`src/design/sclc_defines.svh`:
```
// Register offsets, field positions and reset values of the line and clock control
`ifndef SCLC_DEFINES_SVH
`define SCLC_DEFINES_SVH
`define SCLC_ADDR_TRMC      2'h0
`define SCLC_ADDR_CMC       2'h1
`define SCLC_ADDR_STAT      2'h2
`define SCLC_ADDR_MODE      2'h3
`define SCLC_TRMC_RESET     8'h00
`define SCLC_CMC_RESET      8'h08
`define SCLC_B_PRESET       7
`define SCLC_B_ENC_HI       6
`define SCLC_B_ENC_LO       5
`define SCLC_B_GAOP         4
`define SCLC_B_MARKIDLE     3
`define SCLC_B_ABORTUR      2
`define SCLC_B_LOOP         1
`define SCLC_B_SHORTSYNC    0
`define SCLC_B_XTAL         7
`define SCLC_B_RXC_HI       6
`define SCLC_B_RXC_LO       5
`define SCLC_B_TXC_HI       4
`define SCLC_B_TXC_LO       3
`define SCLC_B_CLKDIR       2
`define SCLC_SDLC_RESIDUE   16'h1d0f
`define SCLC_CRC_ONES       16'hffff
`define SCLC_CRC_ZEROS      16'h0000
`define SCLC_CLOSE_BITS     5'h10
`define SCLC_XTAL_SETTLE_MS 20
`endif

```
`src/design/sclc_pkg.sv`:
```
// Types of the line and clock control block
package sclc_pkg;
    typedef enum logic [1:0]
    {
        ENC_NRZ  = 2'h0,
        ENC_NRZI = 2'h1,
        ENC_FM1  = 2'h2,
        ENC_FM0  = 2'h3
    } sclc_enc_t;
    typedef enum logic [1:0]
    {
        CLK_FIRST = 2'h0,
        CLK_BIDIR = 2'h1,
        CLK_BAUD  = 2'h2,
        CLK_DPLL  = 2'h3
    } sclc_clksrc_t;
    typedef enum logic [1:0]
    {
        PROTO_ASYNC = 2'h0,
        PROTO_MONO  = 2'h1,
        PROTO_BI    = 2'h2,
        PROTO_SDLC  = 2'h3
    } sclc_proto_t;
    typedef enum logic [1:0]
    {
        LOOP_OFF     = 2'h0,
        LOOP_GATED   = 2'h1,
        LOOP_ONDELAY = 2'h3,
        LOOP_ACTIVE  = 2'h2
    } sclc_loop_t;
endpackage

```
`src/design/sclc_clock_mux.sv`:
```
// Four-way clock source selector
`timescale 1ns/1ps
`default_nettype none
module sclc_clock_mux
(
    // Select
    input  wire logic [1:0] sel,
    // Sources
    input  wire logic       firstClk,
    input  wire logic       bidirClk,
    input  wire logic       baudClk,
    input  wire logic       dpllClk,
    // Result
    output logic            clkOut
);
    wire logic [3:0] srcVec;
    assign srcVec = {dpllClk, baudClk, bidirClk, firstClk};
    assign clkOut = srcVec[sel];
endmodule
`default_nettype wire

```
`src/design/sclc_line_clock_ctrl.sv`:
```
// Line coding, loop and clock source control of one serial channel
//
// Decided for this implementation: the plain strobed port and the register offsets.
`timescale 1ns/1ps
`default_nettype none
`include "sclc_defines.svh"
module sclc_line_clock_ctrl
(
    // Clock and resets
    input  wire logic        clk,
    input  wire logic        rst_b,
    input  wire logic        chanReset,
    // Register port
    input  wire logic [1:0]  addr,
    input  wire logic [7:0]  wrData,
    input  wire logic        wrStb,
    input  wire logic        rdStb,
    output logic      [7:0]  rdData,
    // Protocol context
    input  wire sclc_pkg::sclc_proto_t proto,
    input  wire logic        breakProg,
    // Link events from shifter and receiver
    input  wire logic        eopSeen,
    input  wire logic        flagSeen,
    input  wire logic        syncSeen,
    input  wire logic        charBoundary,
    input  wire logic        flagLeaving,
    input  wire logic        txUnderrun,
    input  wire logic        closeBitTick,
    input  wire logic [15:0] crcResidue,
    input  wire logic        rxFrameEnd,
    // Line pins
    input  wire logic        rxLine,
    input  wire logic        txShift,
    output logic             txLine,
    // Clock sources
    input  wire logic        firstClkPin,
    input  wire logic        bidirClkIn,
    input  wire logic        baudClk,
    input  wire logic        dpllRxClk,
    input  wire logic        dpllTxClkLag,
    input  wire logic        xtalOsc,
    input  wire logic        bidirSelSig,
    // Clock outputs
    output logic             rxClk,
    output logic             txClk,
    output logic             bidirClkOut,
    output logic             bidirClkOe,
    output logic             xtalEnable,
    output logic             syncInternal,
    // Line control outputs
    output logic      [15:0] crcPreset,
    output logic             crcInvert,
    output logic             crcGood,
    output sclc_pkg::sclc_enc_t encoding,
    output logic             idleOnes,
    output logic             sendAbortFlag,
    output logic             sendCrc,
    output logic             txActive,
    output logic             oneBitDelay,
    output logic             shortSync,
    output logic             bisyncRx12,
    output logic             underrunEom,
    output logic             extStatusIrq,
    output logic             txEmptyIrq
);
    logic [7:0] trmc_reg;
    logic [7:0] cmc_reg;
    sclc_pkg::sclc_loop_t loop_reg;
    sclc_pkg::sclc_loop_t loop_next;
    logic       txDone_reg;
    logic       flagAfter_reg;
    logic       closing_reg;
    logic [4:0] closeCnt_reg;
    logic       rxDelay_reg;
    logic       rxClkMux;
    logic       txClkMux;
    wire logic isSdlc;
    wire logic isAsync;
    wire logic isSyncNs;
    wire logic gaop;
    wire logic loopBit;
    wire logic markIdle;
    wire logic abortUr;
    wire logic bidirUsed;
    wire logic wrTrmc;
    wire logic wrCmc;
    wire logic fmMode;
    wire logic pollOk;
    wire logic onLoop;
    wire logic [1:0] rxSel;
    wire logic [1:0] txSel;
    wire logic [7:0] statWord;
    wire logic [7:0] rdMux;
    assign isSdlc   = (proto == sclc_pkg::PROTO_SDLC);
    assign isAsync  = (proto == sclc_pkg::PROTO_ASYNC);
    assign isSyncNs = !isSdlc && !isAsync;
    assign gaop     = trmc_reg[`SCLC_B_GAOP];
    assign loopBit  = trmc_reg[`SCLC_B_LOOP];
    assign markIdle = trmc_reg[`SCLC_B_MARKIDLE];
    assign abortUr  = trmc_reg[`SCLC_B_ABORTUR];
    assign wrTrmc   = wrStb && (addr == `SCLC_ADDR_TRMC);
    assign wrCmc    = wrStb && (addr == `SCLC_ADDR_CMC);
    assign rxSel    = cmc_reg[`SCLC_B_RXC_HI:`SCLC_B_RXC_LO];
    assign txSel    = cmc_reg[`SCLC_B_TXC_HI:`SCLC_B_TXC_LO];
    assign fmMode   = trmc_reg[`SCLC_B_ENC_HI];
    assign onLoop   = (loop_reg == sclc_pkg::LOOP_ONDELAY)
                   || (loop_reg == sclc_pkg::LOOP_ACTIVE);
    // Poll accepted only once a flag followed the last transmission
    assign pollOk   = eopSeen && gaop && (!txDone_reg || flagAfter_reg);
    assign bidirUsed = (rxSel == sclc_pkg::CLK_BIDIR)
                    || (txSel == sclc_pkg::CLK_BIDIR);
    // Control registers; channel reset spares the hardware-only fields
    always_ff @(posedge clk or negedge rst_b)
    begin
        if (!rst_b)
        begin
            trmc_reg <= `SCLC_TRMC_RESET;
            cmc_reg  <= `SCLC_CMC_RESET;
        end
        else if (chanReset)
            trmc_reg <= trmc_reg & 8'h60;
        else
        begin
            if (wrTrmc)
                trmc_reg <= wrData;
            if (wrCmc)
                cmc_reg <= wrData;
        end
    end
    // SDLC loop state
    always_comb
    begin
        loop_next = loop_reg;
        unique case (loop_reg)
            sclc_pkg::LOOP_OFF:
                if (loopBit && isSdlc)
                    loop_next = sclc_pkg::LOOP_GATED;
            sclc_pkg::LOOP_GATED:
                if (!loopBit)
                    loop_next = sclc_pkg::LOOP_OFF;
                else if (eopSeen && gaop)
                    loop_next = sclc_pkg::LOOP_ONDELAY;
            sclc_pkg::LOOP_ONDELAY:
                if (eopSeen && !loopBit)
                    loop_next = sclc_pkg::LOOP_OFF;
                else if (pollOk)
                    loop_next = sclc_pkg::LOOP_ACTIVE;
            sclc_pkg::LOOP_ACTIVE:
                if (flagLeaving && !gaop)
                    loop_next = sclc_pkg::LOOP_ONDELAY;
        endcase
    end
    always_ff @(posedge clk or negedge rst_b)
    begin
        if (!rst_b)
        begin
            loop_reg      <= sclc_pkg::LOOP_OFF;
            txDone_reg    <= 1'b0;
            flagAfter_reg <= 1'b0;
        end
        else if (chanReset)
        begin
            loop_reg      <= sclc_pkg::LOOP_OFF;
            txDone_reg    <= 1'b0;
            flagAfter_reg <= 1'b0;
        end
        else
        begin
            loop_reg <= loop_next;
            if (loop_reg == sclc_pkg::LOOP_ACTIVE
                && loop_next == sclc_pkg::LOOP_ONDELAY)
            begin
                txDone_reg    <= 1'b1;
                flagAfter_reg <= 1'b0;
            end
            else if (loop_next == sclc_pkg::LOOP_ACTIVE)
                txDone_reg <= 1'b0;
            else if (flagSeen && txDone_reg)
                flagAfter_reg <= 1'b1;
        end
    end
    // Underrun closing sequence of sixteen bit times
    always_ff @(posedge clk or negedge rst_b)
    begin
        if (!rst_b)
        begin
            closing_reg  <= 1'b0;
            closeCnt_reg <= 5'h00;
        end
        else if (chanReset || (txUnderrun && isSdlc && !closing_reg))
        begin
            closing_reg  <= !chanReset;
            closeCnt_reg <= 5'h00;
        end
        else if (closing_reg && closeBitTick)
        begin
            if (closeCnt_reg == `SCLC_CLOSE_BITS - 5'h01)
                closing_reg <= 1'b0;
            closeCnt_reg <= closeCnt_reg + 5'h01;
        end
    end
    // Sync-mode transmitter enable and one-bit delay path
    logic syncTxEn_reg;
    always_ff @(posedge clk or negedge rst_b)
    begin
        if (!rst_b)
        begin
            syncTxEn_reg <= 1'b0;
            rxDelay_reg  <= 1'b1;
        end
        else
        begin
            rxDelay_reg <= rxLine;
            if (chanReset || !loopBit || !isSyncNs)
                syncTxEn_reg <= 1'b0;
            else if (syncSeen && gaop && charBoundary)
                syncTxEn_reg <= 1'b1;
        end
    end
    // Clock source multiplexers
    sclc_clock_mux uRxMux
    (
        .sel      (rxSel),
        .firstClk (cmc_reg[`SCLC_B_XTAL] ? xtalOsc : firstClkPin),
        .bidirClk (bidirClkIn),
        .baudClk  (baudClk),
        .dpllClk  (dpllRxClk),
        .clkOut   (rxClkMux)
    );
    sclc_clock_mux uTxMux
    (
        .sel      (txSel),
        .firstClk (cmc_reg[`SCLC_B_XTAL] ? xtalOsc : firstClkPin),
        .bidirClk (bidirClkIn),
        .baudClk  (baudClk),
        .dpllClk  (fmMode ? dpllTxClkLag : dpllRxClk),
        .clkOut   (txClkMux)
    );
    // Line output selection
    logic txLineSel;
    always_comb
    begin
        txLineSel = txShift;
        if (isSdlc && loop_reg == sclc_pkg::LOOP_GATED)
            txLineSel = rxLine;
        else if (isSdlc && loop_reg == sclc_pkg::LOOP_ONDELAY)
            txLineSel = rxDelay_reg;
        else if (isSyncNs && loopBit && !syncTxEn_reg)
            txLineSel = !breakProg;
    end
    // Read side shows block state
    assign statWord = {2'h0, closing_reg, txDone_reg, flagAfter_reg,
                       syncTxEn_reg, loop_reg};
    assign rdMux = (addr == `SCLC_ADDR_TRMC) ? trmc_reg :
                   (addr == `SCLC_ADDR_CMC)  ? cmc_reg  :
                   (addr == `SCLC_ADDR_STAT) ? statWord : 8'h00;
    // Registered outputs
    always_ff @(posedge clk or negedge rst_b)
    begin
        if (!rst_b)
        begin
            rdData        <= 8'h00;
            txLine        <= 1'b1;
            rxClk         <= 1'b0;
            txClk         <= 1'b0;
            bidirClkOut   <= 1'b0;
            bidirClkOe    <= 1'b0;
            xtalEnable    <= 1'b0;
            syncInternal  <= 1'b0;
            crcPreset     <= `SCLC_CRC_ZEROS;
            crcInvert     <= 1'b0;
            crcGood       <= 1'b0;
            encoding      <= sclc_pkg::ENC_NRZ;
            idleOnes      <= 1'b0;
            sendAbortFlag <= 1'b0;
            sendCrc       <= 1'b0;
            txActive      <= 1'b0;
            oneBitDelay   <= 1'b0;
            shortSync     <= 1'b0;
            bisyncRx12    <= 1'b0;
            underrunEom   <= 1'b0;
            extStatusIrq  <= 1'b0;
            txEmptyIrq    <= 1'b0;
        end
        else
        begin
            rdData <= rdStb ? rdMux : 8'h00;
            txLine <= txLineSel;
            rxClk  <= rxClkMux;
            txClk  <= txClkMux;
            bidirClkOut <= bidirSelSig;
            bidirClkOe  <= cmc_reg[`SCLC_B_CLKDIR] && !bidirUsed;
            xtalEnable  <= cmc_reg[`SCLC_B_XTAL];
            syncInternal <= 1'b0;
            crcPreset <= (!isAsync && trmc_reg[`SCLC_B_PRESET])
                         ? `SCLC_CRC_ONES : `SCLC_CRC_ZEROS;
            crcInvert <= isSdlc;
            crcGood   <= isSdlc && rxFrameEnd
                         && (crcResidue == `SCLC_SDLC_RESIDUE);
            encoding  <= sclc_pkg::sclc_enc_t'(
                         trmc_reg[`SCLC_B_ENC_HI:`SCLC_B_ENC_LO]);
            // Loop bit masks idle and underrun choices while it is set
            idleOnes  <= isSdlc && !loopBit && markIdle;
            sendAbortFlag <= closing_reg && !loopBit && abortUr;
            sendCrc   <= closing_reg && (loopBit || !abortUr);
            if (closing_reg && !loopBit && abortUr && markIdle)
                idleOnes <= 1'b1;
            txActive  <= (loop_reg == sclc_pkg::LOOP_ACTIVE)
                         || syncTxEn_reg;
            oneBitDelay <= (loop_reg == sclc_pkg::LOOP_ONDELAY);
            shortSync <= trmc_reg[`SCLC_B_SHORTSYNC]
                         && (proto == sclc_pkg::PROTO_MONO);
            bisyncRx12 <= trmc_reg[`SCLC_B_SHORTSYNC]
                          && (proto == sclc_pkg::PROTO_BI);
            extStatusIrq <= txUnderrun && isSdlc && !closing_reg;
            txEmptyIrq <= closing_reg && closeBitTick
                          && closeCnt_reg == `SCLC_CLOSE_BITS - 5'h01;
            underrunEom <= !chanReset && ((txUnderrun && isSdlc
                           && !closing_reg) || (underrunEom && !wrTrmc));
        end
    end
endmodule
`default_nettype wire

```
`config.mk`:
```
export PLATFORM = sky130hd
export DESIGN_NAME = sclc_line_clock_ctrl
export DESIGN_NICKNAME = d
export VERILOG_FILES = /design/src/design/sclc_pkg.sv /design/src/design/sclc_clock_mux.sv /design/src/design/sclc_line_clock_ctrl.sv
export VERILOG_INCLUDE_DIRS = /design/src /design/src/design
export SDC_FILE = /design/constraint.sdc
export NUM_CORES = 1
export LEC_CHECK = 0
export BUFFER_PORTS_ARGS = -buffer_cell sky130_fd_sc_hd__buf_2
export CORE_ASPECT_RATIO = 2
export CORE_MARGIN = 2
export CORE_UTILIZATION = 30
export CTS_CLUSTER_DIAMETER = 120
export CTS_CLUSTER_SIZE = 40
export DETAILED_ROUTE_END_ITERATION = 10
export SYNTH_ARGS = -nofsm -noshare
export SYNTH_HDL_FRONTEND = slang
export SYNTH_HIERARCHICAL = 1
export SYNTH_SLANG_ARGS = --single-unit
```
`constraint.sdc`:
```
create_clock -name clk -period 3.4 [get_ports clk]
set_input_delay 1.02 -clock clk [delete_from_list [all_inputs] [get_ports clk]]
set_output_delay 1.02 -clock clk [all_outputs]
set_load 0.05 [all_outputs]
```
==> results by group, run 1 <==
Timing
  • Clock Skew: 0.00534 ns
  • Max Fclk: 460 MHz
  • Slew Viols, Final: 0
  • Final setup TNS: 0 ns
  • WHS: 0.410 ns
  • Final hold vios: 0
  • Final setup viols: 0
  • Final period utilization: 63.9%
  • Crit path time final: 2.17 ns
  • RSZ-0062 raised after global routing: no

Detailed routing
  • DRT iter0 DRCs: 57
  • Vias post-DR: 1936
  • DRC Markers: 0
  • Uppermost layer routed: met4
  • Routed WL: 6230 um
  • TritonRoute pass-1 iters: 6
  • Vias per Instance: 4.65
  • WL met2: 3530 um
  • Avg WL per Cell: 15.0 um
  • Antenna viol nets, final: 0
  • Routed wl met3: 333 um
  • WL met1: 2110 um

Floorplanning
  • Die area: 9660 um^2
  • Core Area: 8590 um^2
  • Site Rows: 48
  • Height of the chip: 137 um
  • Width of the die: 70.5 um
  • Starting Density: 30.9%
  • # IOs: 96

Clocking
  • Postcts setup bufs: 0
  • H-tree depth: 3
  • CTS root buf: clkbuf_16
  • Clk sinks: 57
  • Clock-pin transition on the worst setup and hold timing paths: 0.05 ns
  • CTS resizes: 0
  • CTS Hold Buffers Added: 0
  • Worst-skew pair later-pin latency: 0.32 ns
  • Max Root-Sink Buffers: 2
  • Cts bufs inserted: 9
  • TritonCTS clock tree: yes

Final layout
  • Final Util: 39.5%
  • Layout area overhead: 27.9%
  • Most frequent cells in the layout: buf_2, dfrtp_1, nor2_1
  • Post-Layout Cell Count: 416
  • Fin area: 3390 um^2
  • Layout fillers: 859
  • Layout cells sized above 1: 41.8%
  • Layout Nets: 369
  • Commonest non-fill, non-tap cell in the layout: buf_2
  • Inserted Diodes: 0

Critical path
  • Startpoint Class: flip-flop
  • Reg2Reg Launch Point: closeCnt_reg[0]
  • RR Endpoint: closing_reg
  • Setup CP Type: reg -> out
  • Crit-path max FO: 16
  • Crit-path max cell delay: 0.51 ns
  • Crit-path cells: buf_2
  • Setup crit end kind: primary output
  • Worst path slowest cell: dfrtp_1
  • Cells on worst reg2reg path: 6
  • CP required: 2.38 ns
  • Worst Path Arrival: 1.15 ns
  • Critical path buffers and inverters: 1
  • Cell family with most CP delay: flip-flops
  • Reg2reg setup slack: 1.85 ns

Placed design
  • Placed instance area: 3110 um^2
  • Port buffer count: 94
  • Final Wtd Congestion: 0.734
  • Placed cell count: 401
  • DP HPWL: 4840 um

Worst hold path
  • Hold path cells: 0
  • HP Class: reg -> reg
  • Hold_sp: trmc_reg[5]
  • Hold Path End: encoding[0]

Global routing
  • Gr usage total: 13.9%
  • Initial antenna violation count: 0
  • Largest net degree at the start of global routing: 24
  • Overflow after GRT: 0
  • Vias in the first global route: 2088
  • First-pass GRT wire length: 9950 um

Logic synthesis
  • Mapped Area: 2650 um^2
  • Syn Area/Cell: 11.7 um^2
  • Yosys warnings: 6
  • Netlist cell types: 51
  • Yosys reg bits: 57
  • Syn Inst Count: 226
  • Sequential fraction of the synthesis area: 53.9%
  • Syn Nets: 283
  • Post-synth ARST share: 100%
  • Synth Flop Type: dfrtp_1
  • Number of synthesized flops with an enable pin: 0

Job
  • Max_cap viols: 0

Power and ir drop
  • Leakage: 0.00175 uW
  • VDD IR max: 277 uV
  • PD cells: 565 nW/um^2

Outcome
  • Status: completed
[synth_stat cells (2+ instances only)]
| library cell | n | area (um^2) |
|---|---|---|
| inv_1 | 10 | 37.5 |
| and2_1 | 10 | 62.6 |
| a31oi_1 | 3 | 18.8 |
| buf_4 | 16 | 120 |
| mux2_1 | 8 | 90.1 |
| a21oi_1 | 4 | 20.0 |
| mux4_2 | 2 | 45.0 |
| a211oi_1 | 3 | 22.5 |
| nor3_1 | 2 | 10.0 |
| xor2_1 | 2 | 17.5 |
| mux2_2 | 2 | 22.5 |
| dfstp_2 | 3 | 78.8 |
| or4b_1 | 2 | 20.0 |
| nand2b_1 | 4 | 25.0 |
| and3_1 | 3 | 18.8 |
| buf_2 | 5 | 25.0 |
| mux2i_1 | 14 | 140 |
| nor2b_1 | 2 | 12.5 |
| ha_1 | 6 | 75.1 |
| nand2_1 | 15 | 56.3 |
| and2b_1 | 2 | 15.0 |
| dfrtp_1 | 54 | 1350 |
| o21ai_0 | 2 | 10.0 |
| buf_6 | 2 | 22.5 |
| nor3b_1 | 2 | 15.0 |
| o21ai_1 | 8 | 40.0 |
| nor2_1 | 16 | 60.1 |
[how the worst max path moves through the flow]
stage / slack, ns / depth (start not counted) / to / from
global route: 1.16 / 1 / crcPreset[3] / crcPreset[14]
finish: 1.23 / 1 / crcPreset[9] / crcPreset[14]
CTS: 1.19 / 1 / crcPreset[0] / crcPreset[14]
floorplan: 1.25 / 1 / crcPreset[10] / crcPreset[14]
global placement: 1.17 / 4 / cmc_reg[6] / addr[0]
detailed placement: 1.11 / 4 / crcGood / proto[0]
[per-stage QoR]
step,power (uW),worst slack (ns)
final,1920,1.23
after global routing,1990,1.16
after CTS,1950,1.19
after detailed placement,1110,1.11
after global placement,1100,1.17
after floorplan,1000,1.25
[logic make-up after synthesis]
logic type | after synthesis | synth area share (%)
AND/OR/NAND/NOR | 69 | 14.8
multiplexers | 26 | 11.2
other | 1 | 0.141
AO/OA/AOI/OAI | 29 | 7.73
adder cells (fa/ha/maj) | 6 | 2.83
flip-flops | 57 | 53.9
buffers and inverters | 35 | 8.39
XOR/XNOR | 3 | 0.990
[report_power, final]
part,total [uW],internal [uW],switching (uW)
clock,826,542,284
combinational,312,102,210
sequential,780,741,38.5
total,1920,1390,533
[final cells by class]
class                   instances  area [um^2]  share of cell area (%)
well taps                     100          125                    3.69
clock buffers                  12          267                    7.85
multi-input cells             134         1010                    29.7
clock inverters                 3         15.0                   0.442
repair buffers                 99          508                    15.0
flip-flops and latches         57         1430                    42.1
inverters                      11         41.3                    1.22
[per-layer routing]
layer / vias up / track usage, %
met2: 64 / 25.9
met1: 921 / 12.9
met4: 0 / 8.97
li1: 935 / -
met5: - / 0
met3: 16 / 3.83
Note: power is estimated with default switching activity, not from simulation.
==> run 2, diff against run 1 <==
clock period = 2 ns   (was 3.4 ns; I/O delays follow)
==> results by group, run 2 (synthesis results as in run 1) <==
Critical path
  • Worst path slowest cell: dfrtp_1
  • Crit-path max FO: 16 (unchanged)
  • Setup crit end kind: primary output
  • RR Endpoint: closing_reg
  • Cell family with most CP delay: flip-flops
  • Reg2reg setup slack: 0.49 ns (-1.36 ns)
  • CP startpoint: crcPreset[14]
  • Reg2Reg Launch Point: closeCnt_reg[0]
  • Worst Path Arrival: 1.15 ns (about the same)
  • Critical path buffers and inverters: 1 (unchanged)
  • Critical path depth: 1 (unchanged)
  • Cells on worst reg2reg path: 6 (unchanged)
  • Crit-path max cell delay: 0.50 ns (about the same)
  • CP required: 1.40 ns (-0.98 ns)
  • Crit path capture: crcPreset[3]
  • Crit-path cells: buf_2
  • Startpoint Class: flip-flop
  • Setup CP Type: reg -> out

Worst hold path
  • HP Class: in -> async

Floorplanning
  • Height of the chip: 137 um (unchanged)
  • Width of the die: 70.5 um (unchanged)
  • Site Rows: 48 (unchanged)
  • Die area: 9660 um^2 (unchanged)
  • # IOs: 96 (unchanged)
  • Core Area: 8590 um^2 (unchanged)
  • Starting Density: 30.9% (unchanged)

Timing
  • Final setup TNS: 0 ns (unchanged)
  • Final setup viols: 0 (unchanged)
  • Slew Viols, Final: 0 (unchanged)
  • Crit path time final: 1.75 ns
  • RSZ-0062 raised after global routing: no
  • Max Fclk: 572 MHz
  • Final period utilization: 87.4%
  • Final hold vios: 0 (unchanged)
  • Clock Skew: 0.00450 ns (-0.000843 ns)

Detailed routing
  • Avg WL per Cell: 14.9 um (-0.75%)
  • DRC Markers: 0 (unchanged)
  • Vias per Instance: 4.74 (+1.8%)
  • Vias post-DR: 1986 (+2.6%)
  • Routed WL: 6230 um (about the same)
  • TritonRoute pass-1 iters: 4 (-2)
  • DRT iter0 DRCs: 25 (-56%)
  • Antenna viol nets, final: 0 (unchanged)

Global routing
  • GR met3 Demand/Resource: 4.79% (+0.96 points)
  • Initial antenna violation count: 0 (unchanged)
  • Busiest grt layer: met2
  • First-pass GRT wire length: 10000 um (+0.62%)
  • Gr usage total: 14.0% (+0.14 points)
  • Met2 Use GR: 26.4% (+0.47 points)
  • Overflow after GRT: 0 (unchanged)
  • Vias in the first global route: 2076 (-0.57%)
  • Largest net degree at the start of global routing: 23 (-4.2%)
  • Met1 Use GR: 12.6% (-0.23 points)

Final layout
  • Layout fillers: 864 (+0.58%)
  • FF+latch area: 1430 um^2 (unchanged)
  • Layout cells sized above 1: 41.5% (-0.26 points)
  • Most frequent cells in the layout: buf_2, dfrtp_1, nor2_1
  • Multi-input gate area: 1010 um^2 (unchanged)
  • Commonest non-fill, non-tap cell in the layout: buf_2
  • Layout area overhead: 30.6%
  • Layout Nets: 371 (+0.54%)
  • Final Util: 40.4% (+0.85 points)

Power and ir drop
  • PD cells: 995 nW/um^2 (+76%)
  • Leakage: 0.00178 uW (+1.6%)
  • Sequential power share: 38.6% (-2.1 points)
  • Switching share of power: 26.0% (-1.8 points)
  • Combinational share of power: 15.5% (-0.8 points)
  • Pint: 2550 uW (+84%)
  • P_sw: 895 uW (+68%)
  • Clock share of power: 46.0% (+2.9 points)
  • VDD IR max: 410 uV (+48%)

Outcome
  • Status: completed

Clocking
  • Postcts setup bufs: 0 (unchanged)
  • CTS Hold Buffers Added: 0 (unchanged)
  • TritonCTS clock tree: yes
  • Worst-skew pair later-pin latency: 0.32 ns (about the same)
  • Clk sinks: 57 (unchanged)
  • Clock-pin transition on the worst setup and hold timing paths: 0.05 ns (about the same)
  • CTS root buf: clkbuf_16
  • CTS resizes: 0 (unchanged)
  • Cts bufs inserted: 9 (unchanged)
  • Max Root-Sink Buffers: 2 (unchanged)
  • H-tree depth: 3 (unchanged)

Job
  • Max_cap viols: 0 (unchanged)

Placed design
  • Port buffer count: 94 (unchanged)
  • DP HPWL: 5030 um (+4.0%)
  • Final Wtd Congestion: 0.793 (+8.1%)
-- run 2: cell count changes in the layout (fill, tap and decap cells not counted) --
cell	previous run	this run
clkinv_2	3	1
bufinv_16	0	2
clkbuf_8	3	1
clkbuf_1	0	2
diode_2	0	1
buf_12	0	2
-- run 2: power groups by stage --
stage,registers (uW),clock network [uW],logic [uW]
after floorplan,1500,0,200
after global placement,1350,0,534
after detailed placement,1350,0,542
after CTS,1330,1630,543
after global routing,1340,1680,574
final,1330,1580,533
-- run 2: metrics by stage --
stage	hold WS [ns]	worst slack, ns	std cells	total power [uW]	cell area (um^2)
floorplan	0.304	0.266	226	1700	2650
global placement	0.383	0.276	403	1880	3150
global route	0.222	0.175	418	3590	3460
detailed placement	0.389	0.211	403	1890	3150
finish	0.200	0.252	419	3450	3470
CTS	0.210	0.220	418	3500	3460
-- run 2: per-layer routing --
layer	part of all wire, %	routed length [um]
met3	5.2	327
met1	32	2010
met5	0	0
met4	2.0	125
met2	61	3770
-- run 2: how the worst min path moves through the flow --
stage                 endpoint  cells past startpoint         from  slack (ns)
2_1_floorplan       bidirClkOe                      0        rst_b        0.30
3_3_place_gp       encoding[0]                      0  trmc_reg[5]        0.38
3_5_place_dp       encoding[0]                      0  trmc_reg[5]        0.39
4_1_cts        closeCnt_reg[2]                      1        rst_b        0.21
5_1_grt        closeCnt_reg[4]                      1        rst_b        0.22
6_report       closeCnt_reg[4]                      1        rst_b        0.20
-- run 2: cell type report --
type / instances / area share [%]
clock inverter: 3 / 1.88
multi-input combinational: 134 / 29.1
tap: 100 / 3.61
antenna: 1 / 0.0722
inverter: 11 / 1.19
timing repair buffer: 101 / 15.8
clock buffer: 12 / 7.11
sequential: 57 / 41.3
